[src/shared/scp_params.svh]
`ifndef SCP_PARAMS_SVH
`define SCP_PARAMS_SVH

// Serial register addresses
`define SCP_ADDR_CFG       13'h0000
`define SCP_ADDR_ID0       13'h0002
`define SCP_ADDR_ID1       13'h0003
`define SCP_ADDR_RDSEL     13'h0004
`define SCP_ADDR_UPD       13'h0005
`define SCP_ADDR_LAST      13'h0509
`define SCP_LIVE_BASE      13'h0010
`define SCP_LIVE_NUM       13'h0004
`define SCP_USER_BASE      13'h0100
`define SCP_USER_NUM       13'h0010

// Identification bytes, values arbitrary
`define SCP_ID0_VAL        8'h5a
`define SCP_ID1_VAL        8'h01

// Configuration byte layout, mirrored nibbles
`define SCP_CFG_PIN_LO     0
`define SCP_CFG_PIN_HI     7
`define SCP_CFG_LSB_LO     1
`define SCP_CFG_LSB_HI     6
`define SCP_CFG_SRST_LO    2
`define SCP_CFG_SRST_HI    5
`define SCP_CFG_FIXED      8'h18
`define SCP_FLAG_BIT       0

// Instruction word layout
`define SCP_INS_RNW        15
`define SCP_INS_LEN_HI     14
`define SCP_INS_LEN_LO     13
`define SCP_INS_ADDR_HI    12
`define SCP_LEN_STREAM     2'h3
`define SCP_BIT_FIRST      3'h0
`define SCP_BIT_LAST       3'h7
`define SCP_LEFT_NONE      2'h0

// Avalon-MM byte offsets
`define SCP_AV_STATUS      8'h00
`define SCP_AV_CTRL        8'h04
`define SCP_AV_DATA_LO     8'h40
`define SCP_AV_DATA_HI     8'h7c

// Synchroniser lanes
`define SCP_SY_SCLK        0
`define SCP_SY_SEL         1
`define SCP_SY_SDI         2
`define SCP_SY_UPD         3
`define SCP_SY_DAC         4
`define SCP_SY_W           5

`endif

[src/shared/scp_pkg.sv]
package scp_pkg;
    typedef enum logic [1:0] {
        SCP_IDLE  = 2'b00,
        SCP_INSTR = 2'b01,
        SCP_DATA  = 2'b10
    } scp_state_t;
endpackage

[src/hdl/scp_serial_port.sv]
// The register offsets and the Avalon-MM interface to the registers were chosen for this implementation.
`timescale 1ns/1ns
`include "scp_params.svh"

// Notes on behaviour
// - Write bits captured on serial clock rise, read bits launched on its fall.
// - Shared data pin by default; config bit 0 moves read data to separate pin.
// - With select high both data outputs are released to high impedance.
// - Lengths 1-3 bytes may stall on byte boundaries and resume on select low.
// - Master aborts a stall by finishing or pulsing 1 to 7 serial clocks.
// - Select rising mid-byte ends transfer, drops partial data, resets the engine.
// - Streaming length moves any byte count with auto address step until select rises.
// - Each cycle opens with a 16-bit instruction on first 16 rising edges.
// - Read-not-write bit clear: following bytes, count by length code, are written.
// - Read-not-write bit set: N bytes shifted out, streaming runs indefinitely.
// - Buffered writes wait in shadow until update pin or update register bit.
// - Live registers take written values at once.
// - Read-only registers ignore writes.
// - Self-clearing bits drop back by themselves after acting.
// - Reads return active values, or shadow values when register 4 bit 0 set.
// - Addresses 0x0000 to 0x0509 decoded, 16-bit instructions only.
// - Updates reaching the core complete only while the DAC clock runs.
// - Instruction: bit 15 direction, bits 14-13 length, bits 12-0 start address.
// - MSB-first order steps address down, LSB-first order steps it up.
// - LSB-first bit is buffered; after update all bits use the new order.
module scp_serial_port (
    input  wire logic        i_core_clk,
    input  wire logic        i_resetn,
    input  wire logic        i_clk_en,
    input  wire logic        i_sclk,
    input  wire logic        i_select_n,
    input  wire logic        i_sdio,
    input  wire logic        i_io_update,
    input  wire logic        i_dac_clk_ok,
    output logic             o_sdio,
    output logic             o_sdio_oe,
    output logic             o_separate_data_out,
    output logic             o_separate_data_out_oe,
    input  wire logic [7:0]  i_av_address,
    input  wire logic        i_av_read,
    input  wire logic        i_av_write,
    input  wire logic [3:0]  i_av_byteenable,
    input  wire logic [31:0] i_av_writedata,
    output logic [31:0]      o_av_readdata,
    output logic             o_av_waitrequest
);

    logic [`SCP_SY_W-1:0]  sy1_reg;
    logic [`SCP_SY_W-1:0]  sy2_reg;
    logic                  sclk_d_reg;
    logic                  sel_d_reg;
    logic                  upd_d_reg;
    scp_pkg::scp_state_t   state_reg;
    logic [2:0]            bit_cnt_reg;
    logic [15:0]           sr_reg;
    logic                  rnw_reg;
    logic [1:0]            len_reg;
    logic [1:0]            left_reg;
    logic [12:0]           addr_reg;
    logic [7:0]            out_sr_reg;
    logic                  out_bit_reg;
    logic                  pin_en_reg;
    logic                  sep_en_reg;
    logic                  output_pin_enable_reg;
    logic                  lsb_shd_reg;
    logic                  lsb_act_reg;
    logic                  rdsel_reg;
    logic                  pending_reg;
    logic [15:0][7:0]      user_shd_reg;
    logic [15:0][7:0]      user_act_reg;
    logic [3:0][7:0]       live_reg;
    logic                  waitreq_reg;
    logic [31:0]           rdata_reg;

    logic                  sel_n;
    logic                  sel_rise;
    logic                  shift_en;
    logic                  fall_en;
    logic                  upd_rise;
    logic                  dac_ok;
    logic [15:0]           nxt_sr;
    logic [7:0]            in_byte;
    logic [12:0]           ins_addr;
    logic [12:0]           nxt_addr;
    logic                  data_done;
    logic                  wr_fire;
    logic [12:0]           wr_uoff;
    logic [12:0]           wr_loff;
    logic                  wr_user;
    logic                  wr_live;
    logic                  soft_rst;
    logic                  apply;
    logic                  av_req;
    logic                  av_upd;
    logic [31:0]           av_rval;

    function automatic logic [12:0] step_addr(input logic [12:0] a, input logic lsb);
        step_addr = lsb ? 13'(a + 13'h0001) : 13'(a - 13'h0001);
    endfunction
    function automatic logic [7:0] rd_byte(input logic [12:0] a);
        logic [12:0] uo;
        logic [12:0] lo;
        logic        lsb_v;
        uo      = 13'(a - `SCP_USER_BASE);
        lo      = 13'(a - `SCP_LIVE_BASE);
        lsb_v   = rdsel_reg ? lsb_shd_reg : lsb_act_reg;
        rd_byte = 8'h00;
        if (a == `SCP_ADDR_CFG) begin
            rd_byte                  = `SCP_CFG_FIXED;
            rd_byte[`SCP_CFG_PIN_LO] = output_pin_enable_reg;
            rd_byte[`SCP_CFG_PIN_HI] = output_pin_enable_reg;
            rd_byte[`SCP_CFG_LSB_LO] = lsb_v;
            rd_byte[`SCP_CFG_LSB_HI] = lsb_v;
        end else if (a == `SCP_ADDR_ID0) begin
            rd_byte = `SCP_ID0_VAL;
        end else if (a == `SCP_ADDR_ID1) begin
            rd_byte = `SCP_ID1_VAL;
        end else if (a == `SCP_ADDR_RDSEL) begin
            rd_byte[`SCP_FLAG_BIT] = rdsel_reg;
        end else if (uo < `SCP_USER_NUM) begin
            rd_byte = rdsel_reg ? user_shd_reg[uo[3:0]] : user_act_reg[uo[3:0]];
        end else if (lo < `SCP_LIVE_NUM) begin
            rd_byte = live_reg[lo[1:0]];
        end
    endfunction

    // Two-flop synchronisers for every pin input
    always_ff @(posedge i_core_clk or negedge i_resetn) begin
        if (!i_resetn) begin
            sy1_reg <= 5'h02;
            sy2_reg <= 5'h02;
        end else if (i_clk_en) begin
            sy1_reg <= {i_dac_clk_ok, i_io_update, i_sdio, i_select_n, i_sclk};
            sy2_reg <= sy1_reg;
        end
    end

    always_ff @(posedge i_core_clk or negedge i_resetn) begin
        if (!i_resetn) begin
            sclk_d_reg <= 1'b0;
            sel_d_reg  <= 1'b1;
            upd_d_reg  <= 1'b0;
        end else if (i_clk_en) begin
            sclk_d_reg <= sy2_reg[`SCP_SY_SCLK];
            sel_d_reg  <= sy2_reg[`SCP_SY_SEL];
            upd_d_reg  <= sy2_reg[`SCP_SY_UPD];
        end
    end

    always_comb begin
        sel_n    = sy2_reg[`SCP_SY_SEL];
        dac_ok   = sy2_reg[`SCP_SY_DAC];
        sel_rise = sel_n & ~sel_d_reg;
        upd_rise = sy2_reg[`SCP_SY_UPD] & ~upd_d_reg;
        shift_en = ~sel_n & sy2_reg[`SCP_SY_SCLK] & ~sclk_d_reg;
        fall_en  = ~sel_n & ~sy2_reg[`SCP_SY_SCLK] & sclk_d_reg;
        nxt_sr   = lsb_act_reg ? {sy2_reg[`SCP_SY_SDI], sr_reg[15:1]}
                               : {sr_reg[14:0], sy2_reg[`SCP_SY_SDI]};
        in_byte  = lsb_act_reg ? nxt_sr[15:8] : nxt_sr[7:0];
        ins_addr = nxt_sr[`SCP_INS_ADDR_HI:0];
        nxt_addr = step_addr(addr_reg, lsb_act_reg);
        data_done = shift_en && !sel_rise && state_reg == scp_pkg::SCP_DATA
                    && bit_cnt_reg == `SCP_BIT_LAST;
        wr_fire  = data_done && !rnw_reg;
        wr_uoff  = 13'(addr_reg - `SCP_USER_BASE);
        wr_loff  = 13'(addr_reg - `SCP_LIVE_BASE);
        wr_user  = wr_uoff < `SCP_USER_NUM;
        wr_live  = wr_loff < `SCP_LIVE_NUM;
        soft_rst = wr_fire && addr_reg == `SCP_ADDR_CFG
                   && (in_byte[`SCP_CFG_SRST_LO] || in_byte[`SCP_CFG_SRST_HI]);
        apply    = pending_reg && dac_ok;
    end

    // Serial framing engine
    always_ff @(posedge i_core_clk or negedge i_resetn) begin
        if (!i_resetn) begin
            state_reg   <= scp_pkg::SCP_IDLE;
            bit_cnt_reg <= `SCP_BIT_FIRST;
            sr_reg      <= 16'h0000;
            rnw_reg     <= 1'b0;
            len_reg     <= 2'h0;
            left_reg    <= `SCP_LEFT_NONE;
            addr_reg    <= 13'h0000;
            out_sr_reg  <= 8'h00;
            out_bit_reg <= 1'b0;
        end else if (i_clk_en) begin
            if (sel_rise) begin
                if (bit_cnt_reg != `SCP_BIT_FIRST) begin
                    state_reg   <= scp_pkg::SCP_IDLE;
                    bit_cnt_reg <= `SCP_BIT_FIRST;
                    sr_reg      <= 16'h0000;
                end else if (state_reg == scp_pkg::SCP_DATA && len_reg == `SCP_LEN_STREAM) begin
                    state_reg <= scp_pkg::SCP_IDLE;
                end
                // Otherwise a byte-boundary stall: everything holds
            end else if (shift_en) begin
                sr_reg      <= nxt_sr;
                bit_cnt_reg <= 3'(bit_cnt_reg + 3'h1);
                if (bit_cnt_reg == `SCP_BIT_LAST) begin
                    unique case (state_reg)
                        scp_pkg::SCP_IDLE: begin
                            state_reg <= scp_pkg::SCP_INSTR;
                        end
                        scp_pkg::SCP_INSTR: begin
                            rnw_reg    <= nxt_sr[`SCP_INS_RNW];
                            len_reg    <= nxt_sr[`SCP_INS_LEN_HI:`SCP_INS_LEN_LO];
                            left_reg   <= nxt_sr[`SCP_INS_LEN_HI:`SCP_INS_LEN_LO];
                            addr_reg   <= ins_addr;
                            out_sr_reg <= rd_byte(ins_addr);
                            state_reg  <= scp_pkg::SCP_DATA;
                        end
                        scp_pkg::SCP_DATA: begin
                            addr_reg   <= nxt_addr;
                            out_sr_reg <= rd_byte(nxt_addr);
                            if (len_reg != `SCP_LEN_STREAM) begin
                                if (left_reg == `SCP_LEFT_NONE) begin
                                    state_reg <= scp_pkg::SCP_IDLE;
                                end else begin
                                    left_reg <= 2'(left_reg - 2'h1);
                                end
                            end
                        end
                    endcase
                end
            end else if (fall_en && state_reg == scp_pkg::SCP_DATA && rnw_reg) begin
                out_bit_reg <= lsb_act_reg ? out_sr_reg[0] : out_sr_reg[7];
                out_sr_reg  <= lsb_act_reg ? {1'b0, out_sr_reg[7:1]} : {out_sr_reg[6:0], 1'b0};
            end
        end
    end

    // Pin drivers
    always_ff @(posedge i_core_clk or negedge i_resetn) begin
        if (!i_resetn) begin
            pin_en_reg <= 1'b0;
            sep_en_reg <= 1'b0;
        end else if (i_clk_en) begin
            pin_en_reg <= !sel_n && state_reg == scp_pkg::SCP_DATA && rnw_reg
                          && !output_pin_enable_reg;
            sep_en_reg <= !sel_n && state_reg == scp_pkg::SCP_DATA && rnw_reg
                          && output_pin_enable_reg;
        end
    end

    // Register banks: shadow, active, live
    always_ff @(posedge i_core_clk or negedge i_resetn) begin
        if (!i_resetn) begin
            output_pin_enable_reg <= 1'b0;
            lsb_shd_reg           <= 1'b0;
            lsb_act_reg           <= 1'b0;
            rdsel_reg             <= 1'b0;
            pending_reg           <= 1'b0;
            user_shd_reg          <= '0;
            user_act_reg          <= '0;
            live_reg              <= '0;
        end else if (i_clk_en) begin
            if (soft_rst) begin
                output_pin_enable_reg <= 1'b0;
                lsb_shd_reg           <= 1'b0;
                lsb_act_reg           <= 1'b0;
                rdsel_reg             <= 1'b0;
                pending_reg           <= 1'b0;
                user_shd_reg          <= '0;
                user_act_reg          <= '0;
                live_reg              <= '0;
            end else begin
                if (apply) begin
                    user_act_reg <= user_shd_reg;
                    lsb_act_reg  <= lsb_shd_reg;
                end
                // New requests win over the clear from a completed update
                pending_reg <= (pending_reg && !apply) || upd_rise || av_upd
                               || (wr_fire && addr_reg == `SCP_ADDR_UPD
                                   && in_byte[`SCP_FLAG_BIT]);
                if (wr_fire) begin
                    if (addr_reg == `SCP_ADDR_CFG) begin
                        output_pin_enable_reg <= in_byte[`SCP_CFG_PIN_LO] | in_byte[`SCP_CFG_PIN_HI];
                        lsb_shd_reg <= in_byte[`SCP_CFG_LSB_LO] | in_byte[`SCP_CFG_LSB_HI];
                    end else if (addr_reg == `SCP_ADDR_RDSEL) begin
                        rdsel_reg <= in_byte[`SCP_FLAG_BIT];
                    end else if (wr_user) begin
                        user_shd_reg[wr_uoff[3:0]] <= in_byte;
                    end else if (wr_live) begin
                        live_reg[wr_loff[1:0]] <= in_byte;
                    end
                end
            end
        end
    end
    // Avalon-MM slave, answers one cycle after the request
    always_comb begin
        av_req  = i_av_read | i_av_write;
        av_upd  = i_av_write && !waitreq_reg && i_av_address == `SCP_AV_CTRL
                  && i_av_byteenable[0] && i_av_writedata[`SCP_FLAG_BIT];
        av_rval = 32'h0000_0000;
        if (i_av_address == `SCP_AV_STATUS) begin
            av_rval = {27'h0, sel_n && state_reg != scp_pkg::SCP_IDLE, pending_reg,
                       output_pin_enable_reg, lsb_act_reg, state_reg != scp_pkg::SCP_IDLE};
        end else if (i_av_address >= `SCP_AV_DATA_LO && i_av_address <= `SCP_AV_DATA_HI
                     && i_av_address[1:0] == 2'h0) begin
            av_rval = {24'h0, user_act_reg[i_av_address[5:2]]};
        end
    end

    always_ff @(posedge i_core_clk or negedge i_resetn) begin
        if (!i_resetn) begin
            waitreq_reg <= 1'b1;
            rdata_reg   <= 32'h0000_0000;
        end else if (i_clk_en) begin
            waitreq_reg <= !(av_req && waitreq_reg);
            if (i_av_read && waitreq_reg) begin
                rdata_reg <= av_rval;
            end
        end
    end
    always_comb begin
        o_sdio                 = out_bit_reg;
        o_sdio_oe              = pin_en_reg;
        o_separate_data_out    = out_bit_reg;
        o_separate_data_out_oe = sep_en_reg;
        o_av_readdata          = rdata_reg;
        o_av_waitrequest       = waitreq_reg;
    end
    AST_HIZ_DESELECTED: assert property (@(posedge i_core_clk) disable iff (!i_resetn)
        (i_clk_en && sel_n) |=> (!o_sdio_oe && !o_separate_data_out_oe))
        else $error("data pins driven while deselected");
    AST_PIN_ONLY_READ: assert property (@(posedge i_core_clk) disable iff (!i_resetn)
        (o_sdio_oe && $past(i_clk_en)) |-> $past(rnw_reg && state_reg == scp_pkg::SCP_DATA
                                                 && !output_pin_enable_reg))
        else $error("shared pin driven outside read data phase");
    AST_MIDBYTE_RESET: assert property (@(posedge i_core_clk) disable iff (!i_resetn)
        (i_clk_en && sel_rise && bit_cnt_reg != `SCP_BIT_FIRST)
        |=> (state_reg == scp_pkg::SCP_IDLE && bit_cnt_reg == `SCP_BIT_FIRST))
        else $error("mid-byte deselect did not reset engine");
    AST_STALL_HOLDS: assert property (@(posedge i_core_clk) disable iff (!i_resetn)
        (i_clk_en && sel_rise && bit_cnt_reg == `SCP_BIT_FIRST && len_reg != `SCP_LEN_STREAM)
        |=> ($stable(state_reg) && $stable(addr_reg) && $stable(left_reg)))
        else $error("byte-boundary stall lost transfer state");
    AST_STREAM_END: assert property (@(posedge i_core_clk) disable iff (!i_resetn)
        (i_clk_en && sel_rise && bit_cnt_reg == `SCP_BIT_FIRST
         && state_reg == scp_pkg::SCP_DATA && len_reg == `SCP_LEN_STREAM)
        |=> state_reg == scp_pkg::SCP_IDLE)
        else $error("stream not ended by deselect");
    AST_ADDR_STEP: assert property (@(posedge i_core_clk) disable iff (!i_resetn)
        (i_clk_en && data_done)
        |=> addr_reg == ($past(lsb_act_reg) ? 13'($past(addr_reg) + 13'h0001)
                                            : 13'($past(addr_reg) - 13'h0001)))
        else $error("address stepped the wrong way");
    AST_LIVE_NOW: assert property (@(posedge i_core_clk) disable iff (!i_resetn)
        (i_clk_en && wr_fire && wr_live && !soft_rst && !wr_user)
        |=> live_reg[$past(wr_loff[1:0])] == $past(in_byte))
        else $error("live register not written at once");
    AST_SHADOW_WAITS: assert property (@(posedge i_core_clk) disable iff (!i_resetn)
        (i_clk_en && !apply && !soft_rst) |=> $stable(user_act_reg))
        else $error("active bank changed without update");
    AST_UPDATE_APPLIES: assert property (@(posedge i_core_clk) disable iff (!i_resetn)
        (i_clk_en && apply && !soft_rst) |=> user_act_reg == $past(user_shd_reg))
        else $error("update did not copy shadow bank");
    AST_UPDATE_NEEDS_DAC: assert property (@(posedge i_core_clk) disable iff (!i_resetn)
        (i_clk_en && pending_reg && !dac_ok && !soft_rst) |=> (pending_reg && $stable(lsb_act_reg)))
        else $error("update completed without DAC clock");
    AST_RO_IGNORED: assert property (@(posedge i_core_clk) disable iff (!i_resetn)
        (i_clk_en && wr_fire && (addr_reg == `SCP_ADDR_ID0 || addr_reg == `SCP_ADDR_ID1) && !apply)
        |=> ($stable(user_shd_reg) && $stable(live_reg) && $stable(output_pin_enable_reg)))
        else $error("write to read-only address changed state");

endmodule // scp_serial_port

[config.mk]
export PLATFORM = sky130hd
export DESIGN_NAME = scp_serial_port
export DESIGN_NICKNAME = d
export VERILOG_FILES = /design/src/shared/scp_pkg.sv /design/src/hdl/scp_serial_port.sv
export VERILOG_INCLUDE_DIRS = /design/src /design/src/shared
export SDC_FILE = /design/constraint.sdc
export NUM_CORES = 1
export LEC_CHECK = 0
export ABC_AREA = 0
export ABC_CLOCK_PERIOD_IN_PS = 4800
export BUFFER_PORTS_ARGS = -buffer_cell sky130_fd_sc_hd__buf_2
export CORE_AREA = 2 2 188 190
export DETAILED_ROUTE_END_ITERATION = 8
export DIE_AREA = 0 0 190 192
export PLACE_DENSITY = 0.8
export RECOVER_POWER = 25
export SLEW_MARGIN = 20
export SYNTH_ARGS = -nofsm -noshare
export SYNTH_HDL_FRONTEND = slang
export SYNTH_SLANG_ARGS = --single-unit
[constraint.sdc]
create_clock -name i_core_clk -period 4.8 [get_ports i_core_clk]
set_clock_uncertainty 0.15 [all_clocks]
set_input_delay 0.48 -clock i_core_clk [delete_from_list [all_inputs] [get_ports i_core_clk]]
set_output_delay 0.48 -clock i_core_clk [all_outputs]
set_load 0.02 [all_outputs]
==> run metrics, run 1 <==
CP Max Fanout=11; fin crit period=4.12 ns; Fin Hold WS=0.0176 ns; final period utilization=85.9%; CP arrival=4.46 ns; Fin. Hold Viols=0; clock sink count=365; I/O pin count=91; Synth top area share=42.2%; max frequency=243 MHz; Die X=190 um; DR pass1 iterations=6; ys flop type=dfrtp_1; fraction of layout instances using a drive strength above 1=24.5%; Comb power frac=24.1%; area of the mapped netlist=21400 sq um; routed wire length=68.4 mm; setup_tns=0 ns; Setup crit start kind=register; gr usage total=38.7%; number of flops mapped to enable cells by yosys=0; vias in the first global route=17000; Die H=192 um; core area=34300 sq um; Reg2Reg Depth=10; clk_lat worst skew=0.58 ns; H-Tree Level Count=2; full die area=36500 sq um; Longest Clk Path Bufs=3; sequential power share=38.6%; GP Congestion=0.995; Starting Density=62.5%; Synth warnings=0; WHS Endpoint=sy1_reg[3]; # nets final=1821; TritonCTS clock tree=built; crit path kind=register to register; antenna violations before repair=4; first-pass GRT wire length=105 mm; synth top area cells=dfrtp_1, mux4_2, a22o_1; outcome=complete, but fails checks; flops & latches, synth=365; worst hold path class=input port to register; Multi-input gate area=11600 sq um; Yosys top cell by area=dfrtp_1; Port Buffers=32; Layout area overhead=9.93%; Synth Instances=1731; Worst Hold Depth=2; register area share after synthesis=42.7%; worst stage delay on the critical path=0.68 ns; Reg-to-Reg End=out_sr_reg[0]; clock network power share=37.3%; failing checks=capacitance limit, slew limit; internal power=5.61 mW; slowest stage cell, crit path=dfrtp_1; root buf cell=clkbuf_16; worst-margin pin slew=2.22 ns; FP Rows=68; TritonCTS Buffers=40; Sw Ratio=33.3%; Reg clk slew, reported paths=0.06 ns; Net Switching=2.80 mW; Routed Antenna Nets=0; vias per inst=7.81; cells along the critical path=ha_1 > and2_1 > a221oi_2 > nand2_1 > a311oi_1 > xor2_1 > o21ai_1 > nor4b_4 > a2111oi_0 > a21oi_1; DRC=0; peak supply drop=0.364 mV; total grt overflow=0; worst hold start=i_io_update; Slew HR=-47.8%; Storage cell area=9140 sq um; asr flop ratio synth=100%; HPWL after DPL=45.0 mm; worst reg2reg startpoint=addr_reg[3]; RSZ-0062 raised after global routing=no; initial DRC count=2563; Avg Inst Size Synth=12.4 sq um; PD cells=357 nW/um^2; final-report max-slew violation count=89; element type at the critical path end=register; reg2reg setup slack=0.68 ns; post-DR wirelength/cell=30.8 um; P_leak=9.61 nW; Yosys cell types=81; Layout fillers=2309; largest net degree at the start of global routing=132; # Post-CTS Setup Buffers=0; Final setup viols=0; vias=17400; Req. time, crit path=5.13 ns; max_cap viols=1
[power groups by stage]
stage	logic [mW]	clock network (mW)	registers (mW)
floorplan	1.23	0	3.25
global placement	1.90	0	3.29
detailed placement	1.95	0	3.30
CTS	1.96	3.13	3.24
global route	2.12	3.27	3.25
finish	2.03	3.14	3.24
[how the worst max path moves through the flow]
stage,end,start
final,out_sr_reg[0],addr_reg[3]
after global routing,out_sr_reg[4],addr_reg[3]
after CTS,out_sr_reg[1],addr_reg[3]
after detailed placement,out_sr_reg[1],addr_reg[3]
after global placement,out_sr_reg[5],addr_reg[3]
after floorplan,out_sr_reg[2],addr_reg[0]
[worst max-delay path: cells and delay by family (launching register included)]
kind / cells / cell delay [ns]
adder cells (fa/ha/maj): 1 / 0.39
flip-flops: 1 / 0.68
XOR/XNOR: 1 / 0.52
AO/OA/AOI/OAI: 5 / 1.26
AND/OR/NAND/NOR: 3 / 1.02
[per-layer routing]
layer,vias up,routed length (um),track usage [%],part of all wire (%)
met5,-,37,0,0.054
met4,6,4440,22.2,6.5
met3,345,10100,15.6,15
met2,1465,29800,55.9,44
met1,8629,24000,49.9,35
li1,6905,-,-,-
[stage by stage]
stage / cell area, sq um / utilization (%) / cells / setup WS (ns) / power [mW]
2_1_floorplan: 21500 / - / 1754 / 0.622 / 4.48
3_3_place_gp: 22200 / 64.7 / 2146 / 0.857 / 5.19
3_5_place_dp: 22200 / 64.8 / 2149 / 0.856 / 5.24
4_1_cts: 23600 / 68.7 / 2221 / 0.818 / 8.33
5_1_grt: 23500 / 68.7 / 2221 / 0.418 / 8.65
6_report: 23600 / 68.7 / 2222 / 0.677 / 8.42
[logic make-up after synthesis]
| family | Yosys count | synth area share (%) |
|---|---|---|
| buffers and inverters | 188 | 4.03 |
| adder cells (fa/ha/maj) | 28 | 1.67 |
| other | 1 | 0.0175 |
| flip-flops | 365 | 42.7 |
| multiplexers | 276 | 24.5 |
| AND/OR/NAND/NOR | 328 | 7.43 |
| XOR/XNOR | 20 | 0.818 |
| AO/OA/AOI/OAI | 525 | 18.9 |
[area by class of cell]
class	count	area share, %
multi-input cells	1201	49.3
flip-flops and latches	365	38.8
clock buffers	61	5.19
repair buffers	101	3.35
well taps	455	2.42
inverters	30	0.478
clock inverters	8	0.420
diodes	1	0.0106
[synthesized netlist by cell type, types with 24 or more instances]
cell         n
a21oi_1     59
a22o_1     182
mux2_2      47
inv_1       29
o21ai_0     46
o2bb2ai_1   94
nand3_1     39
ha_1        27
nand2_1    128
clkbuf_1    89
nor2_1      70
buf_4       28
dfrtp_1    361
buf_2       24
mux4_2     193
mux2i_1     34
[timing repair]
| action | in CTS | in global routing |
|---|---|---|
| endpoints found under the setup margin | 0 | 0 |
| resized for setup | 0 | 0 |
| hold endpoints to repair | 130 | 0 |
| hold buffers | 3 | 0 |
[cell usage in the layout (no fill, tap or decap), types with 9 or more instances in the layout]
| master | Yosys | final |
|---|---|---|
| dfrtp_1 | 361 | 359 |
| mux4_2 | 193 | 193 |
| a22o_1 | 182 | 182 |
| nand2_1 | 128 | 128 |
| o2bb2ai_1 | 94 | 94 |
| nor2_1 | 70 | 69 |
| a21oi_1 | 59 | 58 |
| buf_4 | 28 | 56 |
| mux2_2 | 47 | 46 |
| o21ai_0 | 46 | 45 |
| clkbuf_16 | 0 | 41 |
| nand3_1 | 39 | 39 |
| mux2i_1 | 34 | 30 |
| inv_1 | 29 | 29 |
| ha_1 | 27 | 27 |
| conb_1 | 1 | 24 |
| clkbuf_1 | 89 | 22 |
| o31ai_1 | 19 | 19 |
| buf_2 | 24 | 17 |
| o22ai_1 | 16 | 16 |
| clkbuf_8 | 0 | 12 |
| xor2_1 | 11 | 11 |
| nor4_1 | 11 | 11 |
| a31oi_1 | 11 | 11 |
| o21ai_1 | 15 | 11 |
| nand2b_1 | 10 | 10 |
| and3_1 | 10 | 10 |
| nor3_1 | 11 | 9 |
| buf_12 | 0 | 9 |
No activity file was read; power rests on OpenSTA's default activity.
==> run 2: changes to the inputs <==
==> constraint.sdc (replaced) <==
create_clock -name i_core_clk -period 4.8 [get_ports i_core_clk]
set_clock_uncertainty 0.15 [all_clocks]
set_input_delay 0 -clock i_core_clk [delete_from_list [all_inputs] [get_ports i_core_clk]]
set_output_delay 0 -clock i_core_clk [all_outputs]
set_load 0.02 [all_outputs]
==> run metrics, run 2 (synthesized netlist as in run 1, its figures left out) <==
PD cells=358 nW/um^2 (was 357 nW/um^2); HPWL after DPL=45.9 mm (was 45.0 mm); Reg-to-Reg End=out_sr_reg[2] (was out_sr_reg[0]); H-Tree Level Count=2 (unchanged); Reg2Reg Depth=14 (was 10); Port Buffers=32 (unchanged); Die H=192 um (unchanged); final period utilization=86.5% (was 85.9%); most common cell after layout, fill and taps aside=dfrtp_1 (unchanged); Layout fillers=2248 (was 2309); post-DR wirelength/cell=31.3 um (was 30.8 um); first-pass GRT wire length=108 mm (was 105 mm); FP Rows=68 (unchanged); vias in the first global route=17400 (was 17000); failing checks=capacitance limit, slew limit (unchanged); most frequent cells in the layout=dfrtp_1, mux4_2, a22o_1 (unchanged); peak supply drop=0.306 mV (was 0.364 mV); WHS Endpoint=o_av_readdata[7] (was sy1_reg[3]); Multi-input gate area=11600 sq um (about the same); Final setup viols=0 (unchanged); design area=23800 sq um (was 23600 sq um); TritonCTS Buffers=40 (unchanged); I/O pin count=91 (unchanged); CP arrival=4.48 ns (was 4.46 ns); DR pass1 iterations=7 (was 6); fraction of layout instances using a drive strength above 1=24.7% (was 24.5%); pre-CTS WS=0.797 ns (was 0.856 ns); worst reg2reg startpoint=lsb_act_reg (was addr_reg[3]); Longest Clk Path Bufs=3 (unchanged); final-report max-slew violation count=118 (was 89); largest net degree at the start of global routing=145 (was 132); Fin. Hold Viols=0 (unchanged); worst-margin pin slew=2.24 ns (was 2.22 ns); vias per inst=7.78 (was 7.81); slowest stage cell, crit path=clkbuf_1 (was dfrtp_1); full die area=36500 sq um (unchanged); initial DRC count=2525 (was 2563); CP Max Fanout=31 (was 11); root buf cell=clkbuf_16 (unchanged); reg2reg setup slack=0.66 ns (was 0.68 ns); worst hold start=i_av_address[5] (was i_io_update); Req. time, crit path=5.13 ns (about the same); fin crit period=4.15 ns (was 4.12 ns); vias=17500 (was 17400); DRC=0 (unchanged); gr usage total=39.9% (was 38.7%); max_cap viols=2 (was 1); Cell Area, Placed=22300 sq um (was 22200 sq um); Die X=190 um (unchanged); Layout area overhead=11.3% (was 9.93%); max frequency=241 MHz (was 243 MHz); clock sink count=365 (unchanged); Final Power=8.53 mW (was 8.42 mW); Routed Antenna Nets=0 (unchanged); crit path kind=input port to register (was register to register); Crit path max-delay family=simple AND/OR/NAND/NOR gates (was compound AO/OA/AOI/OAI gates); worst hold path class=input port to register (unchanged); Crit path buffers/inverters=3 (was 0); final setup margin=0.650 ns (was 0.677 ns); worst stage delay on the critical path=1.01 ns (was 0.68 ns); outcome=complete, but fails checks (unchanged); # nets final=1846 (was 1821); RSZ-0062 raised after global routing=no (unchanged); core area=34300 sq um (unchanged); clk_lat worst skew=0.58 ns (about the same); setup_tns=0 ns (unchanged); P_leak=9.74 nW (was 9.61 nW); TritonCTS clock tree=built (unchanged); Setup crit start kind=input port (was register); Fin Hold WS=0.0646 ns (was 0.0176 ns); total grt overflow=0 (unchanged); GP Congestion=1.01 (was 0.995); Storage cell area=9140 sq um (unchanged); element type at the critical path end=register (unchanged); Worst Hold Depth=3 (was 2); Reg clk slew, reported paths=0.06 ns (about the same); antenna violations before repair=1 (was 4); Slew HR=-49.2% (was -47.8%); routed wire length=70.6 mm (was 68.4 mm); Starting Density=62.5% (unchanged); cells along the critical path=dlygate4sd3_1 > clkbuf_1 > nand2_1 > or2_2 > nand2b_1 > nor2_1 > buf_4 > nand4_1 > o2bb2ai_1 (was ha_1 > and2_1 > a221oi_2 > nand2_1 > a311oi_1 > xor2_1 > o21ai_1 > nor4b_4 > a2111oi_0 > a21oi_1)
## run 2: changes by cell type in the layout (fill, tap and decap cells not counted), sizes merged
cell,previous run,this run
clkbuf,76,70
inv,30,32
dlygate4sd3,3,22
clkinv,4,11
bufinv,2,4
buf,83,88
clkinvlp,2,3
## run 2: cell type report
type,count,share of cell area (%)
Timing Repair Buffer,126,4.40
Tap cell,455,2.39
Multi-Input combinational cell,1201,48.7
Inverter,30,0.472
Clock inverter,20,0.950
Antenna cell,1,0.0105
Clock buffer,54,4.72
Sequential cell,365,38.3
## run 2: power by group
group	internal [mW]	total (mW)	leakage, nW	switching [mW]
clock	1.87	3.21	0.661	1.34
combinational	0.623	2.08	4.03	1.45
sequential	3.14	3.24	5.04	0.0985
total	5.64	8.53	9.74	2.89
## run 2: what timing repair did
action                                 CTS  global route
hold buffers                            23             0
endpoints found under the hold margin  143             0
gates resized for setup                  0             0
buffers inserted                         0             0
## run 2: worst max path at each step
stage / from / end / depth (start not counted)
detailed placement: lsb_act_reg / out_sr_reg[2] / 14
CTS: lsb_act_reg / out_sr_reg[2] / 14
finish: i_clk_en / user_shd_reg[103] / 9
global placement: lsb_act_reg / out_sr_reg[7] / 8
global route: i_resetn / user_shd_reg[78] / 4
floorplan: addr_reg[0] / out_sr_reg[2] / 11
## run 2: metrics by stage
| stage | std cells | util (%) |
|---|---|---|
| after floorplan | 1754 | - |
| after global placement | 2151 | 64.9 |
| after detailed placement | 2152 | 64.9 |
| after CTS | 2249 | 69.5 |
| after global routing | 2251 | 69.5 |
| final | 2252 | 69.5 |
## run 2: per-layer routing
layer | global-route usage [%] | up-vias | wire [um]
li1 | - | 6949 | -
met4 | 24.4 | 4 | 5020
met1 | 50.3 | 8749 | 24000
met3 | 15.4 | 362 | 10700
met2 | 58.5 | 1464 | 30800
met5 | 0.549 | - | 34
## run 2: tightest hold or removal path: stages
cell and delay, ns:
buf_2 0.30, mux4_2 0.32, a22o_1 0.14
